### src/charge_detect_pkg.sv
// Purpose: constants for the charger detection register bank
// Assumes: 16-bit registers, word index = byte offset / 2 low bits
// Notes: offsets are the low byte address bits of each register
package charge_detect_pkg;
	localparam int ADDR_W = 20;
	localparam int DATA_W = 16;
	localparam logic [19:0] PORT0_CTRL_ADDR = 20'hF04B0;
	localparam logic [19:0] PORT1_CTRL_ADDR = 20'hF04B4;
	localparam logic [19:0] PORT0_OPT_ADDR = 20'hF04B8;
	localparam logic [19:0] PORT1_OPT_ADDR = 20'hF04BC;
	localparam logic [15:0] RESET_VALUE = 16'h0000;
	// port 0 control fields
	localparam int C_DP_FLAG = 9;
	localparam int C_DM_FLAG = 8;
	localparam int C_ENABLE = 7;
	localparam int C_RESISTOR = 6;
	localparam int C_DM_SRC = 5;
	localparam int C_DP_SINK = 4;
	localparam int C_DP_SRC = 3;
	localparam int C_DM_SINK = 2;
	localparam int C_DP_ISRC = 1;
	localparam int C_DM_PD = 0;
	// writable masks
	localparam logic [15:0] CTRL0_WMASK = 16'h00FF;
	localparam logic [15:0] CTRL1_WMASK = 16'h00F0;
	// option fields
	localparam int O_DM_FLAG = 9;
	localparam int O_DP_FLAG = 8;
	localparam int O_DET_EN = 6;
	localparam int O_OUT_EN = 5;
	localparam int O_SEL_LSB = 0;
	localparam int O_SEL_W = 4;
	localparam logic [15:0] OPT_WMASK = 16'h006F;
	// host output codes
	localparam logic [3:0] SEL_BOTH_200 = 4'h8;
	localparam logic [3:0] SEL_DP_268 = 4'h9;
	localparam logic [3:0] SEL_DM_268 = 4'hA;
	localparam logic [3:0] SEL_BOTH_330 = 4'hC;
	localparam int SYNC_STAGES = 3;
endpackage

### src/usb_charger_detect_ctrl.sv
// Purpose: charger detection control and status registers, two ports
// Assumes: comparator results arrive asynchronously from the analog side
// Notes: analog controls are registered outputs; sources, sinks and current source are gated by the port enable
// Notes: flags read 0 unless their sink or detector enables are set
// Notes: port1 option output is held off for an illegal host code
// Function
// - port0 dplus flag read-only, detects source
// - port0 dminus flag read-only, valid with sink
// - port0 enable gates sources, sinks, current
// - resistor bit connects charging port resistor
// - source enable drives 0.6 V source
// - sink enable enables sink and comparator
// - current source enable drives 10 uA
// - pull-down bit acts on dminus only
// - port1 register holds only five fields
// - unassigned bits read zero, writes ignored
// - option flags read-only, valid with detector
// - host use flags report range exit
// - function use flags report above threshold
// - separate detector and output enables
// - output enabled allows four host codes; port0 output ignores the code
// - port0 function use uses all sixteen thresholds
// - port1 option detection host use only
// - port0 control at its address, resets zero
`timescale 1ns/10ps
`default_nettype none
module usb_charger_detect_ctrl #(
	parameter int SYNC_STAGES = charge_detect_pkg::SYNC_STAGES
) (
	input wire logic clk_i,
	input wire logic sys_rst_i,
	input wire logic [19:0] addr_i,
	input wire logic [15:0] wdata_i,
	input wire logic wr_i,
	input wire logic rd_i,
	output logic [15:0] rdata_o,
	// raw comparator results: p0 dp, p0 dm, p1 dp, opt p0 dp/dm, opt p1 dp/dm
	input wire logic p0_dplus_cmp_i,
	input wire logic p0_dminus_cmp_i,
	input wire logic p1_dplus_cmp_i,
	input wire logic p0_opt_dplus_cmp_i,
	input wire logic p0_opt_dminus_cmp_i,
	input wire logic p1_opt_dplus_cmp_i,
	input wire logic p1_opt_dminus_cmp_i,
	// port 0 analog controls
	output logic p0_dplus_volt_source_o,
	output logic p0_dminus_volt_source_o,
	output logic p0_dplus_sink_o,
	output logic p0_dminus_sink_o,
	output logic p0_dplus_current_source_o,
	output logic p0_dminus_pulldown_o,
	output logic p0_charging_port_resistor_o,
	// port 1 analog controls
	output logic p1_dminus_volt_source_o,
	output logic p1_dplus_sink_o,
	output logic p1_charging_port_resistor_o,
	// option controls
	output logic p0_opt_detector_o,
	output logic p0_opt_output_o,
	output logic [3:0] p0_opt_voltage_select_o,
	output logic p1_opt_detector_o,
	output logic p1_opt_output_o,
	output logic [3:0] p1_opt_voltage_select_o
);
	localparam int NCMP = 7;
	// comparator slots in the synchroniser vector
	localparam int K_P0_DP = 0;
	localparam int K_P0_DM = 1;
	localparam int K_P1_DP = 2;
	localparam int K_P0_ODP = 3;
	localparam int K_P0_ODM = 4;
	localparam int K_P1_ODP = 5;
	localparam int K_P1_ODM = 6;
	localparam int SEL_LSB = charge_detect_pkg::O_SEL_LSB;
	localparam int SEL_W = charge_detect_pkg::O_SEL_W;
	// field positions, shortened from the package
	localparam int F_DP_FLAG = charge_detect_pkg::C_DP_FLAG;
	localparam int F_DM_FLAG = charge_detect_pkg::C_DM_FLAG;
	localparam int F_ENABLE = charge_detect_pkg::C_ENABLE;
	localparam int F_RESISTOR = charge_detect_pkg::C_RESISTOR;
	localparam int F_DM_SRC = charge_detect_pkg::C_DM_SRC;
	localparam int F_DP_SINK = charge_detect_pkg::C_DP_SINK;
	localparam int F_DP_SRC = charge_detect_pkg::C_DP_SRC;
	localparam int F_DM_SINK = charge_detect_pkg::C_DM_SINK;
	localparam int F_DP_ISRC = charge_detect_pkg::C_DP_ISRC;
	localparam int F_DM_PD = charge_detect_pkg::C_DM_PD;
	localparam int F_ODM_FLAG = charge_detect_pkg::O_DM_FLAG;
	localparam int F_ODP_FLAG = charge_detect_pkg::O_DP_FLAG;
	localparam int F_DET_EN = charge_detect_pkg::O_DET_EN;
	localparam int F_OUT_EN = charge_detect_pkg::O_OUT_EN;

	typedef struct packed {
		// software visible registers
		logic [15:0] ctrl0_reg;
		logic [15:0] ctrl1_reg;
		logic [15:0] opt0_reg;
		logic [15:0] opt1_reg;
		// comparator synchroniser and filtered levels
		logic [NCMP-1:0] s1_reg;
		logic [NCMP-1:0] s2_reg;
		logic [NCMP-1:0] s3_reg;
		logic [NCMP-1:0] cmp_reg;
		// read data, valid the cycle after a read strobe
		logic [15:0] rdata_reg;
		// port 0 analog controls
		logic p0_dp_src_reg;
		logic p0_dm_src_reg;
		logic p0_dp_sink_reg;
		logic p0_dm_sink_reg;
		logic p0_dp_isrc_reg;
		logic p0_dm_pd_reg;
		logic p0_res_reg;
		// port 1 analog controls
		logic p1_dm_src_reg;
		logic p1_dp_sink_reg;
		logic p1_res_reg;
		// option controls
		logic p0_odet_reg;
		logic p0_oout_reg;
		logic [SEL_W-1:0] p0_osel_reg;
		logic p1_odet_reg;
		logic p1_oout_reg;
		logic [SEL_W-1:0] p1_osel_reg;
	} state_t;

	state_t st_reg;
	state_t st_next;
	logic [NCMP-1:0] raw;
	logic [NCMP-1:0] agree;
	logic [15:0] c0;
	logic [15:0] c1;
	logic [15:0] o0;
	logic [15:0] o1;
	logic p0_on;
	logic p1_on;
	logic o0_det;
	logic o1_det;
	logic o1_out;
	logic p0_dp_f;
	logic p0_dm_f;
	logic p1_dp_f;
	logic p0_odp_f;
	logic p0_odm_f;
	logic p1_odp_f;
	logic p1_odm_f;
	logic [15:0] rd_val;
	logic [SEL_W-1:0] wr_sel;
	logic [SEL_W-1:0] p1_sel;
	logic p1_host_code;
	logic hit_c0;
	logic hit_c1;
	logic hit_o0;
	logic hit_o1;

	// the synchroniser and filter are written for exactly three stages
	if (SYNC_STAGES != 3) begin : g_chk
		$error("SYNC_STAGES must be 3");
	end

	// raw comparator levels, one slot each
	assign raw[K_P0_DP] = p0_dplus_cmp_i;
	assign raw[K_P0_DM] = p0_dminus_cmp_i;
	assign raw[K_P1_DP] = p1_dplus_cmp_i;
	assign raw[K_P0_ODP] = p0_opt_dplus_cmp_i;
	assign raw[K_P0_ODM] = p0_opt_dminus_cmp_i;
	assign raw[K_P1_ODP] = p1_opt_dplus_cmp_i;
	assign raw[K_P1_ODM] = p1_opt_dminus_cmp_i;

	// address decode, shared by reads and writes
	always_comb begin
		hit_c0 = 1'b0;
		hit_c1 = 1'b0;
		hit_o0 = 1'b0;
		hit_o1 = 1'b0;
		if (addr_i == charge_detect_pkg::PORT0_CTRL_ADDR) begin
			hit_c0 = 1'b1;
		end else if (addr_i == charge_detect_pkg::PORT1_CTRL_ADDR) begin
			hit_c1 = 1'b1;
		end else if (addr_i == charge_detect_pkg::PORT0_OPT_ADDR) begin
			hit_o0 = 1'b1;
		end else if (addr_i == charge_detect_pkg::PORT1_OPT_ADDR) begin
			hit_o1 = 1'b1;
		end
	end

	always_comb begin
		st_next = st_reg;
		c0 = st_reg.ctrl0_reg;
		c1 = st_reg.ctrl1_reg;
		o0 = st_reg.opt0_reg;
		o1 = st_reg.opt1_reg;

		st_next.s1_reg = raw;
		st_next.s2_reg = st_reg.s1_reg;
		st_next.s3_reg = st_reg.s2_reg;
		// a level counts once the last two stages agree
		agree = ~(st_reg.s2_reg ^ st_reg.s3_reg);
		for (int i = 0; i < NCMP; i++) begin
			if (agree[i]) begin
				st_next.cmp_reg[i] = st_reg.s3_reg[i];
			end
		end

		p0_on = c0[F_ENABLE];
		p1_on = c1[F_ENABLE];
		o0_det = o0[F_DET_EN];
		o1_det = o1[F_DET_EN];
		o1_out = o1[F_OUT_EN];

		p0_dp_f = st_reg.cmp_reg[K_P0_DP] & p0_on
			& c0[F_DP_SINK];
		p0_dm_f = st_reg.cmp_reg[K_P0_DM] & p0_on
			& c0[F_DM_SINK];
		// port1 dplus flag, valid with sink
		p1_dp_f = st_reg.cmp_reg[K_P1_DP] & p1_on
			& c1[F_DP_SINK];

		p0_odp_f = st_reg.cmp_reg[K_P0_ODP] & o0_det;
		p0_odm_f = st_reg.cmp_reg[K_P0_ODM] & o0_det;
		// port1 flags only in host use
		p1_odp_f = st_reg.cmp_reg[K_P1_ODP] & o1_det & o1_out;
		p1_odm_f = st_reg.cmp_reg[K_P1_ODM] & o1_det & o1_out;

		rd_val = charge_detect_pkg::RESET_VALUE;
		if (hit_c0) begin
			rd_val[F_DP_FLAG] = p0_dp_f;
			rd_val[F_DM_FLAG] = p0_dm_f;
			rd_val[F_ENABLE] = c0[F_ENABLE];
			rd_val[F_RESISTOR] = c0[F_RESISTOR];
			rd_val[F_DM_SRC] = c0[F_DM_SRC];
			rd_val[F_DP_SINK] = c0[F_DP_SINK];
			rd_val[F_DP_SRC] = c0[F_DP_SRC];
			rd_val[F_DM_SINK] = c0[F_DM_SINK];
			rd_val[F_DP_ISRC] = c0[F_DP_ISRC];
			rd_val[F_DM_PD] = c0[F_DM_PD];
		end else if (hit_c1) begin
			rd_val[F_DP_FLAG] = p1_dp_f;
			rd_val[F_ENABLE] = c1[F_ENABLE];
			rd_val[F_RESISTOR] = c1[F_RESISTOR];
			rd_val[F_DM_SRC] = c1[F_DM_SRC];
			rd_val[F_DP_SINK] = c1[F_DP_SINK];
		end else if (hit_o0) begin
			rd_val[F_ODM_FLAG] = p0_odm_f;
			rd_val[F_ODP_FLAG] = p0_odp_f;
			rd_val[F_DET_EN] = o0[F_DET_EN];
			rd_val[F_OUT_EN] = o0[F_OUT_EN];
			rd_val[SEL_LSB +: SEL_W] = o0[SEL_LSB +: SEL_W];
		end else if (hit_o1) begin
			rd_val[F_ODM_FLAG] = p1_odm_f;
			rd_val[F_ODP_FLAG] = p1_odp_f;
			rd_val[F_DET_EN] = o1[F_DET_EN];
			rd_val[F_OUT_EN] = o1[F_OUT_EN];
			rd_val[SEL_LSB +: SEL_W] = o1[SEL_LSB +: SEL_W];
		end
		// read data only after a read strobe
		if (rd_i) begin
			st_next.rdata_reg = rd_val;
		end else begin
			st_next.rdata_reg = charge_detect_pkg::RESET_VALUE;
		end

		wr_sel = wdata_i[SEL_LSB +: SEL_W];
		if (wr_i) begin
			if (hit_c0) begin
				st_next.ctrl0_reg = charge_detect_pkg::RESET_VALUE;
				st_next.ctrl0_reg[F_ENABLE] = wdata_i[F_ENABLE];
				st_next.ctrl0_reg[F_RESISTOR] = wdata_i[F_RESISTOR];
				st_next.ctrl0_reg[F_DM_SRC] = wdata_i[F_DM_SRC];
				st_next.ctrl0_reg[F_DP_SINK] = wdata_i[F_DP_SINK];
				st_next.ctrl0_reg[F_DP_SRC] = wdata_i[F_DP_SRC];
				st_next.ctrl0_reg[F_DM_SINK] = wdata_i[F_DM_SINK];
				st_next.ctrl0_reg[F_DP_ISRC] = wdata_i[F_DP_ISRC];
				st_next.ctrl0_reg[F_DM_PD] = wdata_i[F_DM_PD];
			end else if (hit_c1) begin
				st_next.ctrl1_reg = charge_detect_pkg::RESET_VALUE;
				st_next.ctrl1_reg[F_ENABLE] = wdata_i[F_ENABLE];
				st_next.ctrl1_reg[F_RESISTOR] = wdata_i[F_RESISTOR];
				st_next.ctrl1_reg[F_DM_SRC] = wdata_i[F_DM_SRC];
				st_next.ctrl1_reg[F_DP_SINK] = wdata_i[F_DP_SINK];
			end else if (hit_o0) begin
				st_next.opt0_reg = charge_detect_pkg::RESET_VALUE;
				st_next.opt0_reg[F_DET_EN] = wdata_i[F_DET_EN];
				st_next.opt0_reg[F_OUT_EN] = wdata_i[F_OUT_EN];
				st_next.opt0_reg[SEL_LSB +: SEL_W] = wr_sel;
			end else if (hit_o1) begin
				st_next.opt1_reg = charge_detect_pkg::RESET_VALUE;
				st_next.opt1_reg[F_DET_EN] = wdata_i[F_DET_EN];
				st_next.opt1_reg[F_OUT_EN] = wdata_i[F_OUT_EN];
				st_next.opt1_reg[SEL_LSB +: SEL_W] = wr_sel;
			end
		end

		// output only for a legal host code
		p1_sel = o1[SEL_LSB +: SEL_W];
		case (p1_sel)
			charge_detect_pkg::SEL_BOTH_200: begin
				p1_host_code = 1'b1;
			end
			charge_detect_pkg::SEL_DP_268: begin
				p1_host_code = 1'b1;
			end
			charge_detect_pkg::SEL_DM_268: begin
				p1_host_code = 1'b1;
			end
			charge_detect_pkg::SEL_BOTH_330: begin
				p1_host_code = 1'b1;
			end
			default: begin
				p1_host_code = 1'b0;
			end
		endcase

		st_next.p0_dp_src_reg = p0_on & c0[F_DP_SRC];
		st_next.p0_dm_src_reg = p0_on & c0[F_DM_SRC];
		// sinks and comparators need the enable
		st_next.p0_dp_sink_reg = p0_on & c0[F_DP_SINK];
		st_next.p0_dm_sink_reg = p0_on & c0[F_DM_SINK];
		st_next.p0_dp_isrc_reg = p0_on & c0[F_DP_ISRC];
		st_next.p0_dm_pd_reg = c0[F_DM_PD];
		st_next.p0_res_reg = c0[F_RESISTOR];
		st_next.p1_res_reg = c1[F_RESISTOR];
		st_next.p1_dm_src_reg = p1_on & c1[F_DM_SRC];
		st_next.p1_dp_sink_reg = p1_on & c1[F_DP_SINK];
		st_next.p0_odet_reg = o0_det;
		st_next.p0_oout_reg = o0[F_OUT_EN];
		st_next.p1_odet_reg = o1_det;
		st_next.p1_oout_reg = o1_out & p1_host_code;
		// port0 select passes all sixteen codes
		st_next.p0_osel_reg = o0[SEL_LSB +: SEL_W];
		st_next.p1_osel_reg = p1_sel;
	end

	always_ff @(posedge clk_i) begin
		if (sys_rst_i) begin
			st_reg <= '0;
		end else begin
			st_reg <= st_next;
		end
	end

	assign rdata_o = st_reg.rdata_reg;

	assign p0_dplus_volt_source_o = st_reg.p0_dp_src_reg;
	assign p0_dminus_volt_source_o = st_reg.p0_dm_src_reg;
	assign p0_dplus_sink_o = st_reg.p0_dp_sink_reg;
	assign p0_dminus_sink_o = st_reg.p0_dm_sink_reg;
	assign p0_dplus_current_source_o = st_reg.p0_dp_isrc_reg;
	assign p0_dminus_pulldown_o = st_reg.p0_dm_pd_reg;
	assign p0_charging_port_resistor_o = st_reg.p0_res_reg;

	assign p1_dminus_volt_source_o = st_reg.p1_dm_src_reg;
	assign p1_dplus_sink_o = st_reg.p1_dp_sink_reg;
	assign p1_charging_port_resistor_o = st_reg.p1_res_reg;

	assign p0_opt_detector_o = st_reg.p0_odet_reg;
	assign p0_opt_output_o = st_reg.p0_oout_reg;
	assign p0_opt_voltage_select_o = st_reg.p0_osel_reg;
	assign p1_opt_detector_o = st_reg.p1_odet_reg;
	assign p1_opt_output_o = st_reg.p1_oout_reg;
	assign p1_opt_voltage_select_o = st_reg.p1_osel_reg;
endmodule
`default_nettype wire

### config.mk
export PLATFORM = sky130hd
export DESIGN_NAME = usb_charger_detect_ctrl
export DESIGN_NICKNAME = d
export VERILOG_FILES = /design/src/charge_detect_pkg.sv /design/src/usb_charger_detect_ctrl.sv
export SDC_FILE = /design/constraint.sdc
export NUM_CORES = 1
export LEC_CHECK = 0
export ABC_CLOCK_PERIOD_IN_PS = 1500
export BUFFER_PORTS_ARGS = -buffer_cell sky130_fd_sc_hd__buf_2
export CAP_MARGIN = 20
export CELL_PAD_IN_SITES_DETAIL_PLACEMENT = 1
export CELL_PAD_IN_SITES_GLOBAL_PLACEMENT = 2
export CORE_MARGIN = 4
export CORE_UTILIZATION = 29
export DETAILED_ROUTE_END_ITERATION = 16
export PLACE_DENSITY_LB_ADDON = 0.05
export SLEW_MARGIN = 10
export SYNTH_ARGS = -nofsm -noshare
export SYNTH_HDL_FRONTEND = slang
export SYNTH_SLANG_ARGS = --single-unit
export TNS_END_PERCENT = 20
### constraint.sdc
create_clock -name clk_i -period 1.5 [get_ports clk_i]
set_clock_uncertainty 0.15 [all_clocks]
set_input_delay 0.3 -clock clk_i [delete_from_list [all_inputs] [get_ports clk_i]]
set_output_delay 0.3 -clock clk_i [all_outputs]
set_load 0.005 [all_outputs]
* After elaboration in Yosys (flattened, before gate mapping)
Cells that the tools add are included.
** Storage, ports and cells
- Word-level logic and storage cells :: 96
- Input bits :: 47
- Bits in registers :: 90
- Output and inout bits :: 38
** Operators by class
- Equality and inequality tests :: 8
- Multiplexer cells :: 24
- Bitwise operators :: 26
- Reduce and logical (&&, ||, !) cells :: 6
** Operators with widths (count)
- 20-bit equality test (second input constant) :: 4
- 1-bit bitwise AND :: 20
- 4-bit equality test (second input constant) :: 4
- 1-bit two-way mux :: 15
- 4-bit two-way mux :: 3
- 10-bit two-way mux :: 1
- 2-bit two-way mux :: 5
- 7-bit NOT :: 1
- 7-bit XOR :: 1
- 5-bit AND reduction :: 1
- 1-bit NOT :: 4
- 4-bit AND reduction :: 1
- 4-bit OR reduction :: 1
- 3-bit AND reduction :: 1
- 2-bit AND reduction :: 1
- 2-bit OR reduction :: 1

* Depth between registers and ports, before layout
- Word-level depth :: 9
- Depth in mapped cells :: 5
- Depth with buffers taken out :: 4

* Least setup slack after synthesis
No wires, ideal clock.
- Path kind :: input to register
- From :: input port addr_i[6]
- To :: register st_reg (netlist bit c0[6])
- Path slack :: -143 ps
- Stages on the path :: 5
- Required time :: 1229 ps
- Path buffers :: 1
- Arrival time :: 1372 ps
- Setup time :: 121 ps
- Path through :: and4bb_2 > nand3_2 > or3_1 > buf_6 > mux2i_1
** On the way
- Longest elaborated chain between the ends :: 3
** Ends and longest elaborated chain
- start: declaration :: RTL line usb_charger_detect_ctrl.sv:32 : input wire logic [19:0] addr_i,
- 20-bit equality test :: RTL line usb_charger_detect_ctrl.sv:175 : if (addr_i == charge_detect_pkg::PORT0_CTRL_ADDR) begin
- 1-bit two-way mux :: RTL line usb_charger_detect_ctrl.sv:175
- 2-bit AND reduction (no line)
- end signal: assignment :: RTL line usb_charger_detect_ctrl.sv:337 : st_reg <= st_next;
- end: declaration :: RTL line usb_charger_detect_ctrl.sv:126 : state_t st_reg;
No other way between the ends.
A chain may end at the register's enable or synchronous reset.

* Final worst setup path
- From :: input port addr_i[9]
- To :: register st_reg (netlist bit rdata_o[7])
** On the way
- Longest elaborated chain between the ends :: 5
- Elaborated cells on any way between the ends :: 7
- Classes of those cells :: 2 x eq/ne; 5 x mux
** Ends and longest elaborated chain
- 20-bit equality test :: RTL line usb_charger_detect_ctrl.sv:177 : end else if (addr_i == charge_detect_pkg::PORT1_CTRL_ADDR) begin
- 1-bit two-way mux :: RTL line usb_charger_detect_ctrl.sv:177
- 1-bit two-way mux :: RTL line usb_charger_detect_ctrl.sv:175
- 1-bit two-way mux :: RTL line usb_charger_detect_ctrl.sv:236 : end else if (hit_c1) begin
- 10-bit two-way mux * :: RTL line usb_charger_detect_ctrl.sv:225 : if (hit_c0) begin
Mark *: on every way between the ends. The rest lies on a longest branch, timed or not.

==> impl_metrics.ini <==
[status]
status = complete, no violations

[logic_synthesis]
yosysSeqAreaShare_pct = 53.48
synth_edf_count = 0
yosysTopAreaCell = dfxtp_1
syn_area_um2 = 3144
post-synth-top-area-fraction_pct = 53.48
post_synth_num_cell_types = 44
synth_warnings = 0
async_reset_ff_share_pct = 0
synthTopCellsByCount = 84 x dfxtp_1, 30 x nor2b_1, 25 x mux2i_1
synth_cells = 299
ys_seq_elements = 84
yosys-top-cells-area = dfxtp_1 53%, mux2i_1 8.0%, nor2b_1 6.0%
yosysMostFrequentCell = dfxtp_1
synth_flop_cell = dfxtp_1
synth_area_per_cell_um2 = 10.52

[detailed_routing]
ant_nets = 0
vias = 2280
drt_iter0_markers = 79
wirelength_um = 7347
wl_per_cell_um = 13.86
drc = 0
vias_per_cell = 4.302
drt-pass1-iter-count = 4

[power]
irDropWorstVdd_mv = 0.3653
pwr-share-clk_pct = 37.9
pwr-share-seq_pct = 56.8
comb_power_share_pct = 5.3
cellPowerDensity_nw_per_um2 = 1002
power_report.internal_total_mw = 3.024
p_sw_share_pct = 23.99
totalPowerFinal_mw = 3.979
p_sw_uw = 954.5
power_leakage_nw = 1.885

[setup_path]
end_kind = flop
critPathLaunchType = primary input
cp_max_fo = 7
arrival_ns = 1.54
cp.required_ns = 1.60
critPathKind = primary input to flop

[layout]
finalInstanceArea_um2 = 3970
final_cells = 530
nets = 436
fillers = 1241
diodes = 0
drive_above_1_share_pct = 32.74
area_growth_pct = 26.26

[grt]
grt_pass1_wl_um = 12390
antenna_found_initial = 0
grt_util_all_layers_pct = 12.43
first_global_vias = 2427
grt_max_degree = 23
grt-ovfl-total = 0

[cts]
clkTransAtPathRegs_ns = 0.08
cts_made_buffers = 9
htreeDepth = 3
cts_root_buf = clkbuf_8
postCtsSetupBuffers = 0
clockBufferDepth = 2
clk-insertion-delay-late_ns = 0.36
clock-sinks = 84
cts_tree = yes

[flow_run]
drv_cap = 0

[floorplan]
dieWidth_um = 112.1
die-area_um2 = 12570
die_y_um = 112.1
rows = 37
start_util_pct = 30.05
fp.coreArea_um2 = 10460
io_pins = 85

[timing]
grt_setup_unrepaired = true
fin_crit_sh_pct = 95.71
period_minus_slack_ns = 1.436
setup_violations = 0
holdWs_ns = 0.09307
drv_slew = 0
fmax_mhz = 696.5
finalHoldViolations = 0

[placement]
numPlacedInstances = 507
dp_hpwl_um = 5651
place_congestion = 0.6734
io_buffers = 70
post_dp_cell_area_um2 = 3710

[worst_hold_path]
hp-class = primary input to flop
## timing repair
action,4_1_cts,5_1_grt
hold buffers,7,0
gates resized for setup,0,1
endpoints found under the hold margin,7,0
setup endpoints to repair,0,8
## layer usage
layer	part of all wire, %	track usage (%)
met1	50	16.61
met4	1.1	3.606
met5	0	0
met3	6.0	4.582
met2	43	18.83
## per-stage QoR
stage | util, % | worst slack (ns) | setup TNS (ns)
finish | 37.95 | 0.06430 | 0
global route | 37.95 | -0.008581 | -0.01313
CTS | 37.90 | 0.02749 | 0
detailed placement | 35.46 | -0.3668 | -9.266
global placement | 35.46 | -0.3622 | -8.710
floorplan | - | -0.09955 | -0.8200
## power groups by stage
stage          Sequential [mW]  Combinational (mW)  Clock, mW
2_1_floorplan             2.31               0.100          0
3_3_place_gp              2.31               0.202          0
3_5_place_dp              2.31               0.204          0
4_1_cts                   2.26               0.218       1.59
5_1_grt                   2.26               0.240       1.68
6_report                  2.26               0.213       1.51
## layout by cell type (no fill, tap or decap), types with 7 or more instances in the layout
cell | synthesis | routed
mux2i_1 | 25 | 25
a21oi_1 | 13 | 13
nand2_1 | 9 | 9
clkbuf_8 | 0 | 10
inv_1 | 13 | 13
nor2_1 | 13 | 13
o21ai_0 | 7 | 7
dlygate4sd3_1 | 0 | 7
buf_4 | 24 | 30
dfxtp_1 | 84 | 84
nor2b_1 | 30 | 30
buf_2 | 1 | 70
nand2b_1 | 21 | 21
## worst max-delay path, stage by stage
cell and delay (ns):
buf_2 0.11, nor4b_4 0.31, and3_4 0.23, nand4b_2 0.25
nor3_1 0.33
## layout make-up
| cell class | instances | area, um^2 | share of cell area [%] |
|---|---|---|---|
| Sequential cell | 84 | 1682 | 42.36 |
| Multi-Input combinational cell | 173 | 1219 | 30.70 |
| Timing Repair Buffer | 108 | 665.6 | 16.77 |
| Tap cell | 136 | 170.2 | 4.286 |
| Clock buffer | 10 | 137.6 | 3.467 |
| Inverter | 13 | 48.80 | 1.229 |
| Clock inverter | 6 | 47.55 | 1.198 |
## path summary, 6_finish.rpt
check / start / endpoint / slack, ns / cells after the start
max: addr_i[9] / rdata_o[7] / 0.06 / 5
min: wdata_i[4] / c0[4] / 0.09 / 3
max reg2reg: o1[6] / rdata_o[6] / 0.26 / 2
min reg2reg: st_next[54] / st_next[47] / 0.28 / 1
## cells by family (layout without fill, tap and decap cells)
family | after synthesis | count (layout) | share of synthesized area, %
and+or+nand+nor | 112 | 112 | 22.72
adders and majority gates | 1 | 1 | 0.3184
buffers and inverters | 47 | 137 | 9.033
other | 1 | 6 | 0.1193
muxes | 27 | 27 | 9.391
AOI/OAI and AO/OA | 27 | 27 | 4.934
DFF | 84 | 84 | 53.48
(Power assumes the default switching activity.)
